===== src/core/frmb_pkg.sv =====
// package: constants and types shared by the mailbox ends
package frmb_pkg;
  localparam int unsigned FRMB_REG_W = 8;
  localparam int unsigned FRMB_VAL_W = 32;
  // register numbers
  localparam logic [7:0] FRMB_REG_GROSS = 8'h08;
  localparam logic [7:0] FRMB_REG_LAST_ERROR = 8'h0A;
  localparam logic [7:0] FRMB_REG_STATUS = 8'h01;
  localparam logic [7:0] FRMB_REG_PARAM_VALUE = 8'h14;
  localparam logic [7:0] FRMB_REG_PARAM_INDEX = 8'h15;
  localparam logic [7:0] FRMB_REG_BITS_LO = 8'h05;
  localparam logic [7:0] FRMB_REG_BITS_HI = 8'h06;
  // single-bit codes
  localparam logic [7:0] FRMB_BIT_SET_MIN = 8'h50;
  localparam logic [7:0] FRMB_BIT_SET_MAX = 8'h7F;
  localparam logic [7:0] FRMB_BIT_CLR_MIN = 8'hD0;
  localparam logic [7:0] FRMB_BIT_CLR_OFS = 8'h80;
  localparam logic [7:0] FRMB_BIT_PARAM_SET = 8'h7B;
  // status bit positions in the status byte
  localparam int unsigned FRMB_ST_WRITE_ACTIVE = 0;
  localparam int unsigned FRMB_ST_BUSY = 1;
  localparam int unsigned FRMB_ST_FAILED = 2;
  localparam int unsigned FRMB_ST_OVERLOAD = 3;
  localparam int unsigned FRMB_ST_TEST = 4;
  localparam int unsigned FRMB_ST_ADU_ERR = 5;
  // long-action duration in cycles
  localparam int unsigned FRMB_ACTION_CYCLES = 16;
  localparam logic [7:0] FRMB_ERR_NONE = 8'h00;
  typedef enum logic [1:0] {FRMB_WR_IDLE, FRMB_WR_WAIT, FRMB_WR_DONE} frmb_wr_state_t;
  typedef enum logic [2:0] {FRMB_MS_IDLE, FRMB_MS_RD, FRMB_MS_WR, FRMB_MS_WR_END,
    FRMB_MS_BUSY} frmb_ms_state_t;
  // is the code a single-bit set
  function automatic logic frmb_is_bit_set(input logic [7:0] c);
    return (c >= FRMB_BIT_SET_MIN) && (c <= FRMB_BIT_SET_MAX);
  endfunction
  // is the code a single-bit clear
  function automatic logic frmb_is_bit_clr(input logic [7:0] c);
    return c >= FRMB_BIT_CLR_MIN;
  endfunction
endpackage


===== src/core/frmb_if.sv =====
// interface: cyclic input and output process-data areas
`timescale 1ns/100ps
`default_nettype none
interface frmb_if;
  // input area, master to device
  logic [31:0] write_value;
  logic [7:0] read_select;
  logic [7:0] write_select;
  logic [7:0] action_trigger_byte;
  // output area, device to master
  logic [31:0] read_value;
  logic [7:0] read_echo;
  logic [7:0] status;
  modport device (input write_value, read_select, write_select, action_trigger_byte,
    output read_value, read_echo, status);
  modport master (output write_value, read_select, write_select, action_trigger_byte,
    input read_value, read_echo, status);
endinterface
`default_nettype wire


===== src/core/frmb_device.sv =====
// device end: register mailbox of the weighing transmitter
`timescale 1ns/100ps
`default_nettype none
// Function
// - put selected register value, then echo number
// - master waits for echo before reading
// - store write value, flag write active
// - master ends write by zero select
// - codes 80..127 except 123 set one bit
// - codes 208..255 clear one bit
// - bit commands ignore write value
// - bits read via whole register
// - control byte bits trigger actions
// - busy, error, last error, then idle
// - master waits busy, tests error
// - long actions use busy scheme
// - register 8 selects gross weight
// - read value big endian bytes 0..3
// - invalid weight on overload test error
// - negative values in two's complement
// - master writes value, index, bit 123
// - hold value, index; apply, clear 123
// - write value signed 32 bits
// - control actions on rising edge only
module frmb_device #(
  parameter int unsigned ACTION_CYCLES = frmb_pkg::FRMB_ACTION_CYCLES
) (
  input wire logic clk,
  input wire logic reset,
  input wire logic clk_en,
  frmb_if.device bus,
  input wire logic signed [31:0] gross_weight,
  input wire logic overload,
  input wire logic test_active,
  input wire logic adu_error,
  input wire logic action_fail,
  input wire logic [7:0] action_error_code,
  output logic [31:0] param_value_out,
  output logic [31:0] param_index_out,
  output logic param_apply,
  output logic [7:0] action_pulse,
  output logic [47:0] device_bits
);
  import frmb_pkg::*;
  logic [31:0] parameter_value_r;
  logic [31:0] parameter_index_r;
  logic [47:0] bits_r;
  logic [7:0] last_error_r;
  logic [7:0] trig_prev_r;
  logic write_active_r;
  logic busy_r;
  logic failed_r;
  logic [15:0] busy_cnt_r;
  logic [31:0] read_value_r;
  logic [7:0] read_echo_r;
  logic [31:0] sel_val;
  logic wr_go;
  logic [7:0] wsel;
  logic [5:0] bit_idx;
  logic bit_long;
  logic [7:0] trig_rise;

  assign wsel = bus.write_select;
  assign wr_go = (wsel != 8'h00) && !write_active_r;
  assign trig_rise = bus.action_trigger_byte & ~trig_prev_r;
  // bit index relative to code 80, same for set and clear
  assign bit_idx = 6'((wsel & ~FRMB_BIT_CLR_OFS) - FRMB_BIT_SET_MIN);
  assign bit_long = wr_go && frmb_is_bit_set(wsel) && (wsel != FRMB_BIT_PARAM_SET);

  // register decode for reads; bits reached only through whole registers
  always_comb
  begin
    case (bus.read_select)
      FRMB_REG_GROSS: sel_val = 32'(gross_weight);
      FRMB_REG_PARAM_VALUE: sel_val = parameter_value_r;
      FRMB_REG_PARAM_INDEX: sel_val = parameter_index_r;
      FRMB_REG_LAST_ERROR: sel_val = {24'h000000, last_error_r};
      FRMB_REG_BITS_LO: sel_val = bits_r[31:0];
      FRMB_REG_BITS_HI: sel_val = {16'h0000, bits_r[47:32]};
      FRMB_REG_STATUS: sel_val = {29'h0000000, adu_error, test_active, overload};
      default: sel_val = 32'h00000000;
    endcase
  end

  // value first, echo one cycle later so echo match means value valid
  always_ff @(posedge clk)
  begin
    if (reset)
    begin
      read_value_r <= 32'h00000000;
      read_echo_r <= 8'h00;
    end
    else if (clk_en)
    begin
      read_value_r <= sel_val;
      if (read_value_r == sel_val)
        read_echo_r <= bus.read_select;
      else
        read_echo_r <= 8'h00;
    end
  end

  // write handshake: act once, hold flag until select returns to zero
  always_ff @(posedge clk)
  begin
    if (reset)
      write_active_r <= 1'b0;
    else if (clk_en)
    begin
      if (wsel == 8'h00)
        write_active_r <= 1'b0;
      else
        write_active_r <= 1'b1;
    end
  end

  always_ff @(posedge clk)
  begin
    if (reset)
    begin
      parameter_value_r <= 32'h00000000;
      parameter_index_r <= 32'h00000000;
    end
    else if (clk_en && wr_go)
    begin
      if (wsel == FRMB_REG_PARAM_VALUE)
        parameter_value_r <= bus.write_value;
      if (wsel == FRMB_REG_PARAM_INDEX)
        parameter_index_r <= bus.write_value;
    end
  end

  // single bits; write value is never looked at here
  always_ff @(posedge clk)
  begin
    if (reset)
      bits_r <= 48'h000000000000;
    else if (clk_en && wr_go)
    begin
      if (frmb_is_bit_set(wsel) && wsel != FRMB_BIT_PARAM_SET)
        bits_r[bit_idx] <= 1'b1;
      else if (frmb_is_bit_clr(wsel))
        bits_r[bit_idx] <= 1'b0;
    end
  end

  // parameter bit 123 applies and is cleared at once, never stored
  always_ff @(posedge clk)
  begin
    if (reset)
      param_apply <= 1'b0;
    else if (clk_en)
      param_apply <= wr_go && (wsel == FRMB_BIT_PARAM_SET);
  end

  always_ff @(posedge clk)
  begin
    if (reset)
    begin
      trig_prev_r <= 8'h00;
      action_pulse <= 8'h00;
    end
    else if (clk_en)
    begin
      trig_prev_r <= bus.action_trigger_byte;
      action_pulse <= trig_rise;
    end
  end

  // long action: busy, run, optional error, drop busy
  always_ff @(posedge clk)
  begin
    if (reset)
    begin
      busy_r <= 1'b0;
      failed_r <= 1'b0;
      busy_cnt_r <= 16'h0000;
      last_error_r <= FRMB_ERR_NONE;
    end
    else if (clk_en)
    begin
      if (!busy_r && (trig_rise != 8'h00 || bit_long || (wr_go && wsel == FRMB_BIT_PARAM_SET)))
      begin
        busy_r <= 1'b1;
        failed_r <= 1'b0;
        busy_cnt_r <= 16'(ACTION_CYCLES);
      end
      else if (busy_r)
      begin
        if (action_fail)
        begin
          failed_r <= 1'b1;
          last_error_r <= action_error_code;
        end
        if (busy_cnt_r <= 16'h0001)
          busy_r <= 1'b0;
        busy_cnt_r <= busy_cnt_r - 16'h0001;
      end
    end
  end

  always_comb
  begin
    bus.status = 8'h00;
    bus.status[FRMB_ST_WRITE_ACTIVE] = write_active_r;
    bus.status[FRMB_ST_BUSY] = busy_r;
    bus.status[FRMB_ST_FAILED] = failed_r;
    bus.status[FRMB_ST_OVERLOAD] = overload;
    bus.status[FRMB_ST_TEST] = test_active;
    bus.status[FRMB_ST_ADU_ERR] = adu_error;
  end

  assign bus.read_value = read_value_r;
  assign bus.read_echo = read_echo_r;
  assign param_value_out = parameter_value_r;
  assign param_index_out = parameter_index_r;
  assign device_bits = bits_r;
endmodule // frmb_device
`default_nettype wire


===== src/flat_wrapper.sv =====
// flat-port wrapper written by rule: the top's interface ports become plain ports
module frmb_device_flat import frmb_pkg::*;
#(
  parameter int unsigned ACTION_CYCLES = frmb_pkg::FRMB_ACTION_CYCLES
)
  (clk, reset, clk_en, gross_weight, overload, test_active, adu_error, action_fail, action_error_code, param_value_out, param_index_out, param_apply, action_pulse, device_bits, bus_write_value, bus_read_select, bus_write_select, bus_action_trigger_byte, bus_read_value, bus_read_echo, bus_status);
  frmb_if bus_i ();
  input wire logic clk;
  input wire logic reset;
  input wire logic clk_en;
  input wire logic signed [31:0] gross_weight;
  input wire logic overload;
  input wire logic test_active;
  input wire logic adu_error;
  input wire logic action_fail;
  input wire logic [7:0] action_error_code;
  output logic [31:0] param_value_out;
  output logic [31:0] param_index_out;
  output logic param_apply;
  output logic [7:0] action_pulse;
  output logic [47:0] device_bits;
  input wire logic [$bits(bus_i.write_value)-1:0] bus_write_value;
  input wire logic [$bits(bus_i.read_select)-1:0] bus_read_select;
  input wire logic [$bits(bus_i.write_select)-1:0] bus_write_select;
  input wire logic [$bits(bus_i.action_trigger_byte)-1:0] bus_action_trigger_byte;
  output wire logic [$bits(bus_i.read_value)-1:0] bus_read_value;
  output wire logic [$bits(bus_i.read_echo)-1:0] bus_read_echo;
  output wire logic [$bits(bus_i.status)-1:0] bus_status;
  assign bus_i.write_value = bus_write_value;
  assign bus_i.read_select = bus_read_select;
  assign bus_i.write_select = bus_write_select;
  assign bus_i.action_trigger_byte = bus_action_trigger_byte;
  assign bus_read_value = bus_i.read_value;
  assign bus_read_echo = bus_i.read_echo;
  assign bus_status = bus_i.status;
  frmb_device #(.ACTION_CYCLES(ACTION_CYCLES)) u_core (.clk(clk), .reset(reset), .clk_en(clk_en), .bus(bus_i), .gross_weight(gross_weight), .overload(overload), .test_active(test_active), .adu_error(adu_error), .action_fail(action_fail), .action_error_code(action_error_code), .param_value_out(param_value_out), .param_index_out(param_index_out), .param_apply(param_apply), .action_pulse(action_pulse), .device_bits(device_bits));
endmodule

===== config.mk =====
export PLATFORM = sky130hd
export DESIGN_NAME = frmb_device_flat
export DESIGN_NICKNAME = d
export VERILOG_FILES = /design/src/core/frmb_pkg.sv /design/src/core/frmb_if.sv /design/src/core/frmb_device.sv /design/src/flat_wrapper.sv
export SDC_FILE = /design/constraint.sdc
export NUM_CORES = 1
export LEC_CHECK = 0
export BUFFER_PORTS_ARGS = -buffer_cell sky130_fd_sc_hd__buf_2
export CAP_MARGIN = 25
export CORE_ASPECT_RATIO = 0.9
export CORE_MARGIN = 5
export CORE_UTILIZATION = 25
export DETAILED_ROUTE_END_ITERATION = 16
export PLACE_DENSITY = 0.44
export SLEW_MARGIN = 30
export SYNTH_ARGS = -nofsm -noshare
export SYNTH_HDL_FRONTEND = slang
export SYNTH_SLANG_ARGS = --single-unit

===== constraint.sdc =====
create_clock -name clk -period 6.88 [get_ports clk]
set_input_delay 0 -clock clk [delete_from_list [all_inputs] [get_ports clk]]
set_output_delay 0 -clock clk [all_outputs]
set_load 0.1 [all_outputs]

== After elaboration in Yosys (flattened, before gate mapping) ==
Cells that the tools add are included.

* Memory bits (writable): 0
* Flip-flop bits (word level): 196
* Logic and storage cells: 79
* Output and inout port bits: 169
* Memories: 0
* Bits of input ports: 103
* ROM bits: 0
* Bits in latches: 0

* Reductions and logical operators: 25
* $mul: 0
* Divide/modulo/power cells: 0
* Add/subtract/negate cells: 2
* Multiplexer cells: 15
* Shifts and indexed selects: 0
* Bitwise operators: 6
* Order comparisons: 6
* Equal/unequal tests: 12

{| class="wikitable"
|+ Operator list
! kind !! number
|-
| 32-bit one-hot mux with 7 select lines || 1
|-
| 48-bit two-way mux || 2
|-
| 48-bit bitwise AND || 1
|-
| 48-bit inverter || 1
|-
| 48-bit bitwise OR || 1
|-
| 32-bit == test || 1
|-
| 8-bit by 5-bit == test with 1-bit output, second input constant || 4
|-
| 16-bit two-way mux || 2
|-
| 8-bit by 3-bit == test with 1-bit output, second input constant || 2
|-
| 8-bit by 4-bit == test with 1-bit output, second input constant || 2
|-
| 16-bit by 1-bit <= comparator with 1-bit output, second input constant || 1
|-
| 8-bit nonzero test || 2
|-
| 16-bit by 1-bit subtractor with 16-bit output, second input constant || 1
|-
| 1-bit logical AND || 9
|-
| 8-bit bitwise AND || 1
|-
| 8-bit by 1-bit == test with 1-bit output, second input constant || 1
|-
| 8-bit by 7-bit == test with 1-bit output, second input constant || 1
|-
| 8-bit by 7-bit greater-or-equal comparator with 1-bit output, second input constant || 1
|-
| 8-bit greater-or-equal comparator, second input constant || 1
|-
| 8-bit by 7-bit <= comparator with 1-bit output, second input constant || 1
|-
| 8-bit zero test || 1
|-
| 1-bit two-way mux || 8
|-
| 8-bit two-way mux || 1
|-
| 8-bit by 7-bit != test with 1-bit output, second input constant || 1
|-
| 12 further kinds || 19
|}

== Longest topological paths before layout ==
* Depth after elaboration: 9
* Mapped depth: 11
* Mapped depth without buffers: 8

== Worst setup path after synthesis ==
OpenSTA, ideal clock, no wires.

* Path type: flip-flop to flip-flop
* Start point: register (tool-made name)
* End point: register u_core.read_echo_r[0] (netlist: u_core.bus.read_echo[0])
* Period minus slack after synthesis: 2807 ps
* Arrival time: 2745 ps
* Path buffers: 0
* Required time: 6818 ps
* Stages on the path, launching flop included: 8
* Path slack: 4073 ps
* Setup time: 62 ps
* Path through: dfxtp_1 -> a221oi_2 -> a211oi_1 -> a221oi_2 -> xnor2_1 -> or4_4 -> nor4_4 -> a22o_1

{| class="wikitable"
|+ RTL lines
! what !! RTL line !! text
|-
| to (signal assigned) || frmb_device.sv:97 || <nowiki>read_echo_r <= bus.read_select;</nowiki>
|-
| to (decl) || frmb_device.sv:55 || <nowiki>logic [7:0] read_echo_r;</nowiki>
|}

== Worst setup path in the final report ==
* Start point: input port bus_read_select[5]
* End point: register u_core.read_echo_r[5] (netlist: u_core.bus.read_echo[5])

* Word-level cells in the longest chain between the ends: 4
* Elaborated cells between the ends (all ways): 10
* Those cells by class: eq/ne (8); mux (2)

{| class="wikitable"
|+ Ends and longest elaborated chain
! what !! RTL line !! text
|-
| from (decl) || flat_wrapper.sv:23 || <nowiki>input wire logic [$bits(bus_i.read_select)-1:0] bus_read_select;</nowiki>
|-
| 8-bit by 1-bit == test with 1-bit output, or another cell as far along || frmb_device.sv:73 || <nowiki>case (bus.read_select)</nowiki>
|-
| 32-bit one-hot mux with 7 select lines || frmb_device.sv:73 ||
|-
| 32-bit == test || frmb_device.sv:96 || <nowiki>if (read_value_r == sel_val)</nowiki>
|-
| 8-bit two-way mux (*) || frmb_device.sv:96 ||
|}

Every way passes the cells marked *; elsewhere a longest branch is shown, timed or not.
A chain may end at the register's enable or synchronous reset.

==> impl_metrics.py <==
metrics = {
    "worst_setup_path": {
        "r2r_cells": 8,
        "crit_fanout": 25,
        "start_kind": "primary input",
        "critPathArrivalTime_ns": 3.91,
        "cp_cell_sequence": "dlygate4sd3_1 > buf_2 > or3_1 > buf_4 > nor3_1 > a221o_1 > xor2_1 > a2111oi_0 > nand4_1 > nor4_4 > a22o_1",
        "end_kind": "flip-flop",
        "slowest_delay_ns": 0.66,
        "worstReg2RegEnd": "u_core.bus.read_echo[5]",
        "worst_path_max_delay_cell": "a2111oi_0",
        "r2r_slack_ns": 3.88,
        "crit_type": "in -> reg",
        "r2r-start": "u_core.param_index_out[8]",
        "cp.required_ns": 7.27,
    },
    "synthesis": {
        "synth-seq-area-share": 0.411,
        "async_flop_share": 0,
        "synth_edf_count": 0,
        "synth-seq-cells": 196,
        "yosys_most_used_dff": "dfxtp_1",
        "syn_avg_cell_area_sq_um": 8.15,
        "synth_cell_types": 78,
        "syn_inst": 1171,
        "synth_area_leaders": "dfxtp_1 (41%), nand2_1 (9.1%), mux2i_1 (6.6%)",
        "yosysWarnings": 0,
        "yosysTopAreaCell": "dfxtp_1",
        "synth_top_area_frac": 0.411,
        "syn_area_sq_mm": 0.00955,
    },
    "detailed_routing": {
        "drc": 0,
        "vias": 9607,
        "via_per_inst": 4.95,
        "drt_iter0_drc": 905,
        "wire_per_inst_um": 22.8,
        "drt-total-wl_um": 44200,
        "dr.pass1.iters": 6,
        "ant_nets": 0,
    },
    "outcome": {
        "outcome": "finished, final reports clean",
    },
    "floorplanning": {
        "ioPinCount": 272,
        "initial_utilization": 0.255,
        "die_h_um": 195,
        "rows": 67,
        "core-area_sq_mm": 0.0375,
        "dieArea_sq_mm": 0.0422,
        "die_x_um": 216,
    },
    "global_route": {
        "grt_pass1_wl_um": 63700,
        "overflow": 0,
        "grt_max_degree": 87,
        "antenna_found_initial": 3,
        "grt_pass1_vias": 9385,
        "groute.usage.overall": 0.202,
    },
    "layout": {
        "num-nets-final": 1547,
        "area_delta_synth_final_pct": 30.0,
        "drive_gt1_frac": 0.236,
    },
    "sta": {
        "fin_setup_tns_ns": 0,
        "finClkSkew_ns": 0.0140,
        "fin_ws_ns": 3.36,
        "relSlewSlack": 0.355,
        "setup_viol": 0,
        "worst_pin_slew_ns": 0.965,
        "fmax_mhz": 284,
        "timing.final.crit_share": 0.512,
        "fin_crit_ns": 3.52,
        "final_hold_viol_count": 0,
        "rsz0062_at_grt": "false",
        "slew_violations": 0,
        "holdWs_ns": 0.00912,
    },
    "cts": {
        "cts_root_buf": "clkbuf_16",
        "htreeDepth": 4,
        "cts_tree": "yes",
        "clk_pin_slew_ns": 0.08,
        "clk_latency_ns": 0.46,
        "clock_path_buffers": 2,
        "cts_made_buffers": 17,
        "clkSinkCount": 196,
    },
    "place": {
        "port-buffer-count": 269,
        "dp_hpwl_um": 33500,
        "place_ws_ns": 3.23,
        "place_congestion": 0.928,
    },
    "worst_hold_path": {
        "hold_start": "bus_write_select[3]",
        "whs_path_depth": 4,
        "hold_path.class": "in -> reg",
    },
    "power": {
        "power_w": 0.00263,
        "power.leakage_nw": 5.09,
        "ir_drop_mv": 0.156,
        "power_density_mw_per_mm2": 212,
    },
    "flow_run": {
        "max_cap_violations": 0,
    },
}
-- timing repair --
item	CTS	global route
setup buffers	0	0
endpoints found under the setup margin	0	0
resized for setup	0	0
hold buffers	61	0
endpoints found under the hold margin	104	0
-- critical path, delay by kind of cell --
family / cells / cell delay (ns)
AND/OR/NAND/NOR: 4 / 1.67
XOR/XNOR: 1 / 0.07
AO/OA/AOI/OAI: 3 / 1.17
buffers and inverters: 3 / 0.97
-- power breakdown --
group	leakage [nW]	switching, W	total (W)	internal [W]
Clock	0.297	0.000479	0.00108	0.000605
Sequential	1.59	0.0000221	0.00118	0.00116
Combinational	3.21	0.000253	0.000370	0.000117
Total	5.09	0.000753	0.00263	0.00188
-- layout by cell type (no fill, tap or decap), drive strengths merged, types with 15 or more instances in the layout --
cell         synthesis  final
buf                 30    283
nand2              232    232
dfxtp              196    196
nor2               128    128
a21oi              112    112
mux2i               63     63
dlygate4sd3          0     61
nand3               33     33
nor3                31     31
a211oi              23     23
xor2                22     22
clkbuf              63     21
nand3b              15     15
-- per-layer routing --
metal | vias up | global-route usage | part of all wire
met3 | 35 | 0.0322 | 0.051
met4 | 0 | 0.0525 | 0.020
met5 | - | 0 | 0
met1 | 4632 | 0.283 | 0.46
li1 | 4630 | - | -
met2 | 310 | 0.324 | 0.46
-- metrics by stage --
step | utilization | cell area (sq um) | cells
floorplan | - | 9550 | 1172
global placement | 0.298 | 11200 | 1844
detailed placement | 0.298 | 11200 | 1844
CTS | 0.331 | 12400 | 1936
global route | 0.331 | 12400 | 1939
finish | 0.331 | 12400 | 1939
-- worst max path at each step --
| stage | from | end | slack [ns] | cells after the start |
|---|---|---|---|---|
| 2_1_floorplan | flip-flop | u_core.bus.read_echo[0] | 4.07 | 7 |
| 3_3_place_gp | bus_read_select[0] | u_core.bus.read_echo[4] | 3.30 | 9 |
| 3_5_place_dp | bus_read_select[0] | u_core.bus.read_echo[5] | 3.23 | 9 |
| 4_1_cts | bus_read_select[5] | u_core.bus.read_echo[5] | 3.49 | 11 |
| 5_1_grt | bus_read_select[5] | u_core.bus.read_echo[3] | 3.29 | 11 |
| 6_report | bus_read_select[5] | u_core.bus.read_echo[5] | 3.36 | 11 |
-- logic make-up after synthesis --
kind of cell	after synthesis	share of synthesized area
buf+inv	103	0.0526
fa+ha+maj	2	0.00262
simple gates	535	0.266
compound gates	227	0.158
xor+xnor	34	0.0312
flops	196	0.411
other cells	1	0.000393
mux	73	0.0786
-- cell type report --
| cell class | instances | area [sq um] |
|---|---|---|
| diodes | 2 | 5.00 |
| repair buffers | 344 | 2070 |
| flip-flops and latches | 196 | 3920 |
| clock buffers | 21 | 470 |
| multi-input cells | 873 | 5150 |
| well taps | 483 | 604 |
| clock inverters | 10 | 145 |
| inverters | 10 | 37.5 |
| fillers | 3980 | 25100 |
-- synthesized netlist by cell type, types with 6 or more instances --
master    number
and3_1        11
buf_2          8
nor4_1        10
nand3_1       33
dfxtp_1      196
a22oi_1       11
nand3b_1      15
nor2_1       126
a21oi_1      112
o21ai_0       11
or3_1          6
a22o_1        13
xnor2_1       12
nor2b_1       14
nand2b_1       7
nor3_1        29
a211oi_1      21
nand2_1      232
mux2i_1       63
inv_1         10
buf_4         12
a221o_1        9
buf_6          8
a221oi_1       6
xor2_1        22
clkbuf_1      63
Power figures use the tool's default switching activity.
